**src/csr_defs.vh**
```
// Functional notes
// - save stores format word at ea, then long words downward from ea plus length.
// - restore reads format word first, then long words upward from ea.
// - word after the format word is filler, carries no state.
// - format word upper byte is status code, lower byte is byte length.
// - code 00 empty/reset, 01 not ready, 02 invalid; length ignored.
// - codes 10 through FF are valid formats with meaningful length.
// - reserved codes 03 through 0F handled exactly like invalid format.
// - save reading empty/reset stores it at ea and finishes.
// - restore of empty/reset writes it, rereads restore register, finishes on empty.
// - save after empty restore yields just format word plus filler word.
// - save not-ready: service pending interrupts, then reread save register.
// - restore not-ready: reread restore register at once, no interrupt service.
// - invalid format during restore: write abort mask, raise format error.
// - abort mask has low two bits 01, upper fourteen bits undefined.
// - no response primitives; status travels only in format words.
// - save begins by reading the save register.
// - invalid format from save register: write abort mask, raise format error.
// - valid length not multiple of four aborts with format error.
// - valid save moves operand register reads into memory until length done.
`ifndef CSR_DEFS_VH
`define CSR_DEFS_VH
`define CSR_CODE_EMPTY 8'h00
`define CSR_CODE_NRDY 8'h01
`define CSR_CODE_INVAL 8'h02
`define CSR_CODE_VALID_MIN 8'h10
`define CSR_ABORT_MASK 16'h0001
`define CSR_REG_SAVE 2'h0
`define CSR_REG_RESTORE 2'h1
`define CSR_REG_OPERAND 2'h2
`define CSR_REG_CONTROL 2'h3
`define CSR_FILLER 16'h0000
`define CSR_FIFO_DEPTH 8
`endif

```
**src/csr_fifo.v**
```verilog
`timescale 1ns/1ns
`default_nettype none
module csr_fifo #(
    parameter WIDTH = 32,
    parameter DEPTH = 8,
    parameter AW = 3
) (
    input wire clk,
    input wire rst_b,
    input wire in_valid,
    output wire in_ready,
    input wire [WIDTH-1:0] in_data,
    output wire out_valid,
    input wire out_ready,
    output wire [WIDTH-1:0] out_data
);
    reg [WIDTH-1:0] mem [0:DEPTH-1];
    reg [AW-1:0] wr_q;
    reg [AW-1:0] rd_q;
    reg [AW:0] cnt_q;
    wire push = in_valid && in_ready;
    wire pop = out_valid && out_ready;
    assign in_ready = (cnt_q != DEPTH[AW:0]);
    assign out_valid = (cnt_q != {(AW+1){1'b0}});
    assign out_data = mem[rd_q];
    always @(posedge clk) begin
        if (push) begin
            mem[wr_q] <= in_data;
        end
    end
    always @(posedge clk) begin
        if (!rst_b) begin
            wr_q <= {AW{1'b0}};
            rd_q <= {AW{1'b0}};
            cnt_q <= {(AW+1){1'b0}};
        end else begin
            if (push) begin
                wr_q <= (wr_q == DEPTH[AW-1:0] - 1'b1) ? {AW{1'b0}} : wr_q + 1'b1;
            end
            if (pop) begin
                rd_q <= (rd_q == DEPTH[AW-1:0] - 1'b1) ? {AW{1'b0}} : rd_q + 1'b1;
            end
            if (push && !pop) begin
                cnt_q <= cnt_q + 1'b1;
            end else if (pop && !push) begin
                cnt_q <= cnt_q - 1'b1;
            end
        end
    end
endmodule
`default_nettype wire

```
**src/csr_ctx_engine.v**
```verilog
`timescale 1ns/1ns
`default_nettype none
`include "csr_defs.vh"
// sequencer for context save / restore between the coprocessor interface
// registers (cir_*) and memory (mem_*); one access in flight at a time.
module csr_ctx_engine #(
    parameter AW = 32
) (
    input wire clk,
    input wire rst_b,
    input wire start_save,
    input wire start_restore,
    input wire [AW-1:0] ea,
    input wire irq_pending,
    output reg busy_q,
    output reg done_q,
    output reg fmt_err_q,
    output reg irq_service_q,
    input wire irq_served,
    output reg cir_req_q,
    output reg cir_we_q,
    output reg [1:0] cir_sel_q,
    output reg [31:0] cir_wdata_q,
    input wire cir_ack,
    input wire [31:0] cir_rdata,
    output reg mem_req_q,
    output reg mem_we_q,
    output reg [AW-1:0] mem_addr_q,
    output reg [31:0] mem_wdata_q,
    input wire mem_ack,
    input wire [31:0] mem_rdata
);
    // ----------------------------------------
    // states
    // ----------------------------------------
    localparam S_IDLE = 4'd0;
    localparam S_SV_RD = 4'd1;
    localparam S_SV_IRQ = 4'd2;
    localparam S_SV_FMT = 4'd3;
    localparam S_SV_OP = 4'd4;
    localparam S_SV_MEM = 4'd5;
    localparam S_RS_FMT = 4'd6;
    localparam S_RS_WR = 4'd7;
    localparam S_RS_RD = 4'd8;
    localparam S_RS_MEM = 4'd9;
    localparam S_RS_OP = 4'd10;
    localparam S_ABORT = 4'd11;
    localparam S_DONE = 4'd12;

    reg [3:0] st_q;
    reg [15:0] fmt_q;
    reg [AW-1:0] addr_q;
    reg [7:0] left_q;
    reg restore_q;
    reg f_valid;
    reg [31:0] f_in;
    wire f_ready;
    wire q_valid;
    reg q_ready;
    wire [31:0] q_data;

    // ----------------------------------------
    // format word decode
    // ----------------------------------------
    function [1:0] classify;
        input [15:0] w;
        begin
            if (w[15:8] == `CSR_CODE_EMPTY) begin
                classify = 2'd0;
            end else if (w[15:8] == `CSR_CODE_NRDY) begin
                classify = 2'd1;
            end else if (w[15:8] < `CSR_CODE_VALID_MIN) begin
                classify = 2'd2; // reserved codes count as invalid
            end else if (w[1:0] != 2'b00) begin
                classify = 2'd2; // bad length aborts
            end else begin
                classify = 2'd3;
            end
        end
    endfunction

    // the fifo passes each operand register or memory beat to the other side; the sequencer
    // alternates the two, so it never holds more than a single staging word
    csr_fifo #(.WIDTH(32), .DEPTH(`CSR_FIFO_DEPTH), .AW(3)) u_fifo (
        .clk(clk),
        .rst_b(rst_b),
        .in_valid(f_valid),
        .in_ready(f_ready),
        .in_data(f_in),
        .out_valid(q_valid),
        .out_ready(q_ready),
        .out_data(q_data)
    );

    always @* begin
        f_valid = 1'b0;
        f_in = restore_q ? mem_rdata : cir_rdata;
        q_ready = 1'b0;
        if (st_q == S_SV_OP && cir_req_q && cir_ack) begin
            f_valid = 1'b1;
        end
        if (st_q == S_RS_MEM && mem_req_q && mem_ack) begin
            f_valid = 1'b1;
        end
        if (st_q == S_SV_MEM && mem_req_q && mem_ack) begin
            q_ready = 1'b1;
        end
        if (st_q == S_RS_OP && cir_req_q && cir_ack) begin
            q_ready = 1'b1;
        end
    end

    // ----------------------------------------
    // sequencer
    // ----------------------------------------
    always @(posedge clk) begin
        if (!rst_b) begin
            st_q <= S_IDLE;
            fmt_q <= 16'h0000;
            addr_q <= {AW{1'b0}};
            left_q <= 8'h00;
            restore_q <= 1'b0;
            busy_q <= 1'b0;
            done_q <= 1'b0;
            fmt_err_q <= 1'b0;
            irq_service_q <= 1'b0;
            cir_req_q <= 1'b0;
            cir_we_q <= 1'b0;
            cir_sel_q <= 2'h0;
            cir_wdata_q <= 32'h00000000;
            mem_req_q <= 1'b0;
            mem_we_q <= 1'b0;
            mem_addr_q <= {AW{1'b0}};
            mem_wdata_q <= 32'h00000000;
        end else begin
            done_q <= 1'b0;
            fmt_err_q <= 1'b0;
            case (st_q)
                S_IDLE: begin
                    busy_q <= 1'b0;
                    if (start_save) begin
                        busy_q <= 1'b1;
                        restore_q <= 1'b0;
                        addr_q <= ea;
                        cir_req_q <= 1'b1; // save opens with a read
                        cir_we_q <= 1'b0;
                        cir_sel_q <= `CSR_REG_SAVE;
                        st_q <= S_SV_RD;
                    end else if (start_restore) begin
                        busy_q <= 1'b1;
                        restore_q <= 1'b1;
                        addr_q <= ea;
                        mem_req_q <= 1'b1; // format word first
                        mem_we_q <= 1'b0;
                        mem_addr_q <= ea;
                        st_q <= S_RS_FMT;
                    end
                end
                S_SV_RD: begin
                    if (cir_ack) begin
                        cir_req_q <= 1'b0;
                        fmt_q <= cir_rdata[15:0];
                        case (classify(cir_rdata[15:0]))
                            2'd1: begin
                                irq_service_q <= irq_pending;
                                st_q <= S_SV_IRQ;
                            end
                            2'd2: begin
                                st_q <= S_ABORT;
                            end
                            default: begin
                                // empty and valid both store the format word
                                mem_req_q <= 1'b1;
                                mem_we_q <= 1'b1;
                                mem_addr_q <= addr_q;
                                mem_wdata_q <= {cir_rdata[15:0], `CSR_FILLER};
                                st_q <= S_SV_FMT;
                            end
                        endcase
                    end
                end
                S_SV_IRQ: begin
                    if (!irq_service_q || irq_served) begin
                        irq_service_q <= 1'b0;
                        cir_req_q <= 1'b1; // reread after service
                        st_q <= S_SV_RD;
                    end
                end
                S_SV_FMT: begin
                    if (mem_ack) begin
                        mem_req_q <= 1'b0;
                        if (fmt_q[15:8] == `CSR_CODE_EMPTY || fmt_q[7:0] == 8'h00) begin
                            st_q <= S_DONE; // frame is format plus filler only
                        end else begin
                            left_q <= fmt_q[7:0];
                            addr_q <= addr_q + {{(AW-8){1'b0}}, fmt_q[7:0]};
                            cir_req_q <= 1'b1;
                            cir_sel_q <= `CSR_REG_OPERAND;
                            st_q <= S_SV_OP;
                        end
                    end
                end
                S_SV_OP: begin
                    if (cir_ack) begin
                        cir_req_q <= 1'b0;
                        mem_we_q <= 1'b1;
                        mem_addr_q <= addr_q;
                        st_q <= S_SV_MEM;
                    end
                end
                S_SV_MEM: begin
                    if (!mem_req_q) begin
                        mem_req_q <= q_valid; // operand data to memory
                        mem_wdata_q <= q_data;
                    end else if (mem_ack) begin
                        mem_req_q <= 1'b0;
                        left_q <= left_q - 8'h04;
                        addr_q <= addr_q - {{(AW-3){1'b0}}, 3'h4}; // descending
                        if (left_q == 8'h04) begin
                            st_q <= S_DONE;
                        end else begin
                            cir_req_q <= 1'b1;
                            st_q <= S_SV_OP;
                        end
                    end
                end
                S_RS_FMT: begin
                    if (mem_ack) begin
                        mem_req_q <= 1'b0;
                        fmt_q <= mem_rdata[31:16];
                        cir_req_q <= 1'b1;
                        cir_we_q <= 1'b1;
                        cir_sel_q <= `CSR_REG_RESTORE;
                        cir_wdata_q <= {16'h0000, mem_rdata[31:16]};
                        st_q <= S_RS_WR;
                    end
                end
                S_RS_WR: begin
                    if (cir_ack) begin
                        cir_we_q <= 1'b0; // follow with a read of restore
                        st_q <= S_RS_RD;
                    end
                end
                S_RS_RD: begin
                    if (cir_ack) begin
                        case (classify(cir_rdata[15:0]))
                            2'd0: begin
                                cir_req_q <= 1'b0;
                                st_q <= S_DONE;
                            end
                            2'd1: begin
                                cir_req_q <= 1'b1; // immediate reread
                            end
                            2'd2: begin
                                cir_req_q <= 1'b0;
                                st_q <= S_ABORT;
                            end
                            default: begin
                                cir_req_q <= 1'b0;
                                if (classify(fmt_q) != 2'd3) begin
                                    st_q <= S_ABORT;
                                end else if (fmt_q[7:0] == 8'h00) begin
                                    st_q <= S_DONE;
                                end else begin
                                    left_q <= fmt_q[7:0];
                                    addr_q <= addr_q + {{(AW-3){1'b0}}, 3'h4};
                                    mem_req_q <= 1'b1;
                                    mem_we_q <= 1'b0;
                                    mem_addr_q <= addr_q + {{(AW-3){1'b0}}, 3'h4};
                                    st_q <= S_RS_MEM;
                                end
                            end
                        endcase
                    end
                end
                S_RS_MEM: begin
                    if (mem_ack) begin
                        mem_req_q <= 1'b0;
                        cir_we_q <= 1'b1;
                        cir_sel_q <= `CSR_REG_OPERAND;
                        st_q <= S_RS_OP;
                    end
                end
                S_RS_OP: begin
                    if (!cir_req_q) begin
                        cir_req_q <= q_valid;
                        cir_wdata_q <= q_data;
                    end else if (cir_ack) begin
                        cir_req_q <= 1'b0;
                        cir_we_q <= 1'b0;
                        left_q <= left_q - 8'h04;
                        if (left_q == 8'h04) begin
                            st_q <= S_DONE;
                        end else begin
                            addr_q <= addr_q + {{(AW-3){1'b0}}, 3'h4}; // ascending
                            mem_req_q <= 1'b1;
                            mem_addr_q <= addr_q + {{(AW-3){1'b0}}, 3'h4};
                            st_q <= S_RS_MEM;
                        end
                    end
                end
                S_ABORT: begin
                    if (!cir_req_q) begin
                        cir_req_q <= 1'b1;
                        cir_we_q <= 1'b1;
                        cir_sel_q <= `CSR_REG_CONTROL;
                        cir_wdata_q <= {16'h0000, `CSR_ABORT_MASK};
                    end else if (cir_ack) begin
                        cir_req_q <= 1'b0;
                        cir_we_q <= 1'b0;
                        fmt_err_q <= 1'b1; // format error after abort
                        busy_q <= 1'b0;
                        st_q <= S_IDLE;
                    end
                end
                S_DONE: begin
                    done_q <= 1'b1;
                    busy_q <= 1'b0;
                    st_q <= S_IDLE;
                end
                default: begin
                    st_q <= S_IDLE;
                end
            endcase
        end
    end
endmodule
`default_nettype wire

```
**config.mk**
```make
export PLATFORM = sky130hd
export DESIGN_NAME = csr_ctx_engine
export DESIGN_NICKNAME = d
export VERILOG_FILES = /design/src/csr_fifo.v /design/src/csr_ctx_engine.v
export VERILOG_INCLUDE_DIRS = /design/src /design/src/src
export SDC_FILE = /design/constraint.sdc
export NUM_CORES = 1
export LEC_CHECK = 0
export BUFFER_PORTS_ARGS = -buffer_cell sky130_fd_sc_hd__buf_2
export CORE_ASPECT_RATIO = 0.75
export CORE_MARGIN = 2
export CORE_UTILIZATION = 40
export DETAILED_ROUTE_END_ITERATION = 12
export HOLD_SLACK_MARGIN = 0.1
export PLACE_DENSITY = 0.63
export SKIP_CTS_REPAIR_TIMING = 1
export SLEW_MARGIN = 40
export SYNTH_ARGS = -nofsm -noshare
export SYNTH_HDL_FRONTEND = slang
export SYNTH_SLANG_ARGS = --single-unit
```
**constraint.sdc**
```tcl
create_clock -name clk -period 7.8 [get_ports clk]
set_input_delay 0.78 -clock clk [delete_from_list [all_inputs] [get_ports clk]]
set_output_delay 0.78 -clock clk [all_outputs]
set_load 0.1 [all_outputs]
```
# [Word-level counts from Yosys, hierarchy flattened]
# Memories as Yosys holds them, arrays and structs flattened. A register that Yosys moved wholly into a read port is not among the register bits.
# Index checks and enable logic that the tools add are counted.
[totals] register_bits=177 ramBits=256 input_bits=104 output_inout_bits=106 mem_count=1
[op_classes] addsub=8 order_cmp=2 eq_ne=56 muxes=155 n_reduce_logical=61
[memory_table] memory="u_fifo.mem" depth=8 word_bits=32 read_ports=1 rd_clocked_by_memory_dff=1 wr=1 line_no="csr_fifo.v:17" text="reg [WIDTH-1:0] mem [0:DEPTH-1];"
[op_table] op="32-bit two-way mux" count=24
[op_table] op="32-bit case mux with 5 select lines" count=2
[op_table] op="32-bit case mux with 3 select lines" count=1
[op_table] op="4-bit two-way mux" count=20
[op_table] op="8-bit two-way mux" count=10
[op_table] op="32-bit case mux with 2 select lines" count=1
[op_table] op="2-bit inequality test, second input constant" count=30
[op_table] op="1-bit two-way mux" count=57
[op_table] op="4-bit case mux with 12 select lines" count=1
[op_table] op="13-bit AND reduction" count=3
[op_table] op="2-bit two-way mux" count=19
[op_table] op="32-bit by 3-bit adder with 32-bit output, second input constant" count=1
[op_table] op="32-bit by 8-bit adder with 32-bit output" count=1
[op_table] op="16-bit two-way mux" count=2
[op_table] op="16-bit case mux with 2 select lines" count=1
[op_table] op="8-bit case mux with 4 select lines" count=1
[op_table] op="32-bit by 3-bit subtractor with 32-bit output, second input constant" count=1
[op_table] op="8-bit zero test" count=3
[op_table] op="11-bit AND reduction" count=2
[op_table] op="3-bit two-way mux" count=7
[op_table] op="4-bit equality test, second input constant" count=5
[op_table] op="5-bit nonzero test" count=4
[op_table] op="4-bit by 3-bit equality test with 1-bit output, second input constant" count=4
[op_table] op="8-bit by 1-bit equality test with 1-bit output, second input constant" count=2
[op_table] op="other kinds (41)" count=80

# [Depth between registers and ports, before layout]
[logic_depth] ltp_word=19 depth_mapped=15 ltp_nobuf=14

# [Cells and area by module]
# Synthesis repeated with hierarchy kept, for this count alone.
[hier_totals] hier_cells=1934 hier_area_um2=21498.1
[modules_own_cells] module="csr_ctx_engine" instances=1 cells_each=1489 area_per_inst_um2=11055.6
[modules_own_cells] module="csr_fifo" instances=1 cells_each=445 area_per_inst_um2=10442.5

# [Worst setup path after synthesis]
# No wires, ideal clock.
[synth_path] path_kind="reg-to-reg" start="register cir_req_q" end="memory u_fifo.mem[2][0] (enable)" setup_ps=513 arrival_time_ps=5304 slack_ps=1984 path_stages_with_launch=6 path_buffers=1 period_less_slack_ps=5816 cell_sequence="dfxtp_1 -> and2_1 -> clkbuf_1 -> a31oi_1 -> a211o_1 -> nor4b_1"
[synth_between] elab_chain_len=7
[synth_rtl] element="start: declaration" line_no="csr_ctx_engine.v:20" text="output reg cir_req_q,"
[synth_rtl] element="start signal: assignment" line_no="csr_ctx_engine.v:286" text="cir_req_q <= q_valid;"
[synth_rtl] element="1-bit logical AND (2 in series)" line_no="csr_ctx_engine.v:99" text="if (st_q == S_SV_OP && cir_req_q && cir_ack) begin"
[synth_rtl] element="1-bit two-way mux" line_no="csr_ctx_engine.v:99"
[synth_rtl] element="1-bit two-way mux" line_no="csr_ctx_engine.v:102" text="if (st_q == S_RS_MEM && mem_req_q && mem_ack) begin"
[synth_rtl] element="1-bit logical AND" line_no="csr_fifo.v:21" text="wire push = in_valid && in_ready;"
[synth_rtl] element="1-bit two-way mux" line_no="csr_fifo.v:27" text="if (push) begin"
[synth_rtl] element="1-bit two-way mux (not written as such)" line_no="csr_fifo.v:28" text="mem[wr_q] <= in_data;"
[synth_rtl] element="end: declaration" line_no="csr_fifo.v:17"
# Every way passes these cells.

# [Worst setup path in the final report]
[layout_path] start="register st_q[0]" end="register u_fifo.cnt_q[3]"
[layout_between] elab_chain_len=9 word_cells_on_any_way=24
[layout_rtl] element="start: declaration" line_no="csr_ctx_engine.v:50" text="reg [3:0] st_q;"
[layout_rtl] element="start signal: assignment" line_no="csr_ctx_engine.v:118" text="st_q <= S_IDLE;"
[layout_rtl] element="start signal: assignment" line_no="csr_ctx_engine.v:148" text="st_q <= S_SV_RD;"
[layout_rtl] element="start signal: assignment" line_no="csr_ctx_engine.v:156" text="st_q <= S_RS_FMT;"
[layout_rtl] element="4-bit by 3-bit equality test with 1-bit output, on equally long branches" line_no="csr_ctx_engine.v:105, csr_ctx_engine.v:99"
[layout_rtl] element="1-bit logical AND, on equally long branches (2 in series)" line_no="csr_ctx_engine.v:105, csr_ctx_engine.v:99"
[layout_rtl] element="1-bit two-way mux, on equally long branches" line_no="csr_ctx_engine.v:105, csr_ctx_engine.v:99"
[layout_rtl] element="1-bit two-way mux, on equally long branches" line_no="csr_ctx_engine.v:108, csr_ctx_engine.v:102"
[layout_rtl] element="1-bit logical AND, on equally long branches" line_no="csr_fifo.v:22, csr_fifo.v:21"
[layout_rtl] element="1-bit zero test, on equally long branches" line_no="csr_fifo.v:43, csr_fifo.v:45"
[layout_rtl] element="1-bit logical AND, on equally long branches" line_no="csr_fifo.v:43, csr_fifo.v:45"
[layout_rtl] element="4-bit two-way mux or 2-bit nonzero test (tied branches)"
[layout_rtl] element="end signal: assignment" line_no="csr_fifo.v:35" text="cnt_q <= {(AW+1){1'b0}};"
[layout_rtl] element="end signal: assignment" line_no="csr_fifo.v:44" text="cnt_q <= cnt_q + 1'b1;"
[layout_rtl] element="end signal: assignment" line_no="csr_fifo.v:46" text="cnt_q <= cnt_q - 1'b1;"
[layout_rtl] element="end: declaration" line_no="csr_fifo.v:20" text="reg [AW:0] cnt_q;"
# Several ways; a longest one is shown, not always the timed one.
# A chain may end at the register's enable or synchronous reset.

==> results.ini <==
[yosys]
synth_area_um2=21300
synth_xor_area_share_pct=1.27
synth.avg_cell_area_um2=11.0
synth-seq-area-share_pct=52.9
ys_async_sr_fraction_pct=0
ys.flop_type=edfxtp_1
synthSimpleGateAreaFrac_pct=13.5
synth-edff-count=256
synth-adder-area-share_pct=1.58
ys_types=84
syn_inst=1948
synth_compound_area_share_pct=15.6
synth_top_family_by_area=compound AO/OA/AOI/OAI gates
muxShareOfSynthArea_pct=11.7
synth-seq-cells=436
syn_nets=2077
yosysWarnings=0

[job]
drv_cap=0

[die]
dieArea_um2=55200
coreArea_um2=52900
die-height_um=204
num_rows=73
ios=210
initial_utilization_pct=40.3
die_width_um=271

[worst_setup_path]
crit_cells=13
cp_num_buf_inv=2
cp-end-kind=flip-flop
slowest_delay_ns=0.78
reg2reg_slack_ns=3.70
r2r_end=u_fifo.cnt_q[3]
cp-endpoint=u_fifo.cnt_q[3]
timing.rr.start=st_q[0]
critical_path.top_delay_family=simple AND/OR/NAND/NOR gates
required_ns=8.32
worstPathCellList=buf_4, nor2b_1, nand2_1, o2bb2ai_1, nand2b_1, ha_1, inv_1, ha_1, a21o_1, a21oi_1, xnor2_1, or3_1, a21oi_1
path_class=reg2reg
start_kind=flip-flop
worstPathMaxFanout=33
cp_slowest_cell=nor2b_1
r2r_cells=13
worstSetupStartpoint=st_q[0]
worstPathArrival_ns=4.63

[cts]
cts_max_path_buffers=3
clock_latency_ns=0.60
htree_levels=2
clockRootBuffer=clkbuf_16
cts_inserted_buffers=45
path_clk_slew_ns=0.06
clock-sinks=436
cts_tree=built

[placement]
place_inst=2743
hpwl_um=46700
portBuffers=209
post-place-ws_ns=3.27
postPlaceCellArea_um2=23000
gp_congestion=0.926

[drt]
wl_per_cell_um=25.0
vias_per_cell=6.21
wl_um=70800
drt_iter0_drc=2119
ant_nets=0
drc_errors=0
dr.pass1.iters=6
vias=17600

[pwr]
combPwrFrac_pct=37.7
seqPwrFrac_pct=35.7
swShare_pct=42.6
power_frac_clock_pct=26.6
power.switching_w=0.00369
vdd_ir_drop_max_v=0.000288
leakagePower_nw=8.49
internal_power_w=0.00497
cellPowerDensity_nw_per_um2=351

[grt]
grt_usage_pct=25.1
gr-total-overflow=0
grt_pass1_wl_um=106000
grt_max_degree=84
antenna_found_initial=4
grt_pass1_vias=16400

[timing]
fin_tns_setup_ns=0
fin_skew_ns=0.0346
worst_slew_pin_slew_ns=0.908
finalCritPeriodShare_pct=52.6
setup_slack_ns=3.70
drv_slew=0
grt_setup_unrepaired=no
layout_min_cycle_time_ns=4.10
finalHoldViolCount=0
max_freq_mhz=244
relSlewSlack_pct=39.3
setup_viol=0

[layout]
final_nets=2209
postLayoutCellArea_um2=24700
stdcell_count=2829
multiInputGateArea_um2=9470
fill_cells=4837
register_area_um2=11300
antenna_cells=0
area_growth_pct=15.7
mostFrequentLayoutCells=256 x edfxtp_1, 209 x buf_2, 197 x nor2_1
layout-drive-gt1-share_pct=22.6
layout_commonest_cell=edfxtp_1

[worst_hold_path]
hp-class=in2reg
hold_depth=2

[status]
outcome=completed

-- stage by stage --
step	power [W]	hold slack [ns]	utilization [%]
final	0.00865	0.458	46.7
after global routing	0.00902	0.447	46.7
after floorplan	0.00543	0.448	-
after detailed placement	0.00631	0.462	43.6
after CTS	0.00861	0.435	46.6
after global placement	0.00626	0.442	43.5
-- cell families after synthesis --
kind of cell,after synthesis
AND/OR/NAND/NOR,611
XOR/XNOR,31
AO/OA/AOI/OAI,498
adder cells (fa/ha/maj),26
flip-flops,436
multiplexers,164
buffers and inverters,182
-- flip-flops by register name, summed over array words and instances (netlist names), 4 cells and up, named ones only --
register,cells
u_fifo.mem,256
addr_q,32
cir_wdata_q,32
mem_addr_q,32
mem_wdata_q,32
fmt_q,16
left_q,8
st_q,4
u_fifo.cnt_q,4
-- power by group through the flow --
stage	logic (W)	registers, W	clock network [W]
final	0.00326	0.00309	0.00230
after global routing	0.00348	0.00312	0.00242
after CTS	0.00320	0.00308	0.00233
after floorplan	0.00190	0.00353	0
after global placement	0.00315	0.00312	0
after detailed placement	0.00319	0.00312	0
-- metal layers --
| layer | routed length [um] | up-vias | track usage, % |
|---|---|---|---|
| met5 | 31 | - | 0 |
| met4 | 1980 | 4 | 6.89 |
| met3 | 6230 | 141 | 4.99 |
| met2 | 30400 | 953 | 37.1 |
| met1 | 32100 | 8753 | 37.5 |
| li1 | - | 7714 | - |
-- worst min-delay path by stage --
stage	start	to	slack [ns]
after detailed placement	cir_sel_q[1]	cir_sel_q[1]	0.46
after global placement	cir_sel_q[1]	cir_sel_q[1]	0.44
after floorplan	left_q[6]	left_q[6]	0.45
after global routing	rst_b	mem_addr_q[31]	0.45
after CTS	rst_b	mem_addr_q[31]	0.44
final	rst_b	mem_addr_q[31]	0.46
-- synthesized netlist by cell type (5+ instances only) --
master,instances,area share [%]
o211ai_1,15,0.53
buf_2,15,0.35
xor2_1,10,0.41
edfxtp_1,256,36
a21boi_0,5,0.18
buf_1,14,0.25
o211a_1,5,0.23
nand3_1,30,0.70
o31ai_1,7,0.25
nor2b_1,9,0.26
mux2i_1,53,2.5
nor3_1,59,1.4
xnor2_1,21,0.86
a22oi_1,28,0.99
a221oi_1,18,0.74
o221ai_1,14,0.57
mux2_2,47,2.5
clkbuf_1,128,2.3
nand4_1,19,0.56
a311oi_1,13,0.53
o22ai_1,15,0.44
nand2_1,165,2.9
o21a_1,7,0.25
a31oi_1,23,0.67
o21ai_0,95,2.2
a21oi_1,121,2.8
and3_1,8,0.23
or4_1,8,0.28
nor4_1,21,0.62
nor2_1,202,3.6
nand2b_1,13,0.38
mux4_2,64,6.8
a211oi_1,60,2.1
ha_1,23,1.3
dfxtp_1,180,17
o311a_1,5,0.23
a32o_1,5,0.23
a221o_1,5,0.23
inv_1,19,0.33
and2_1,31,0.91
or3_1,19,0.56
a21o_1,6,0.21
-- layout make-up --
| cell class | count | share of cell area [%] |
|---|---|---|
| clock inverters | 27 | 1.38 |
| flip-flops and latches | 436 | 45.8 |
| clock buffers | 57 | 5.04 |
| well taps | 712 | 3.61 |
| multi-input cells | 1330 | 38.4 |
| repair buffers | 245 | 5.44 |
| inverters | 22 | 0.345 |
Power figures use the tool's default switching activity.
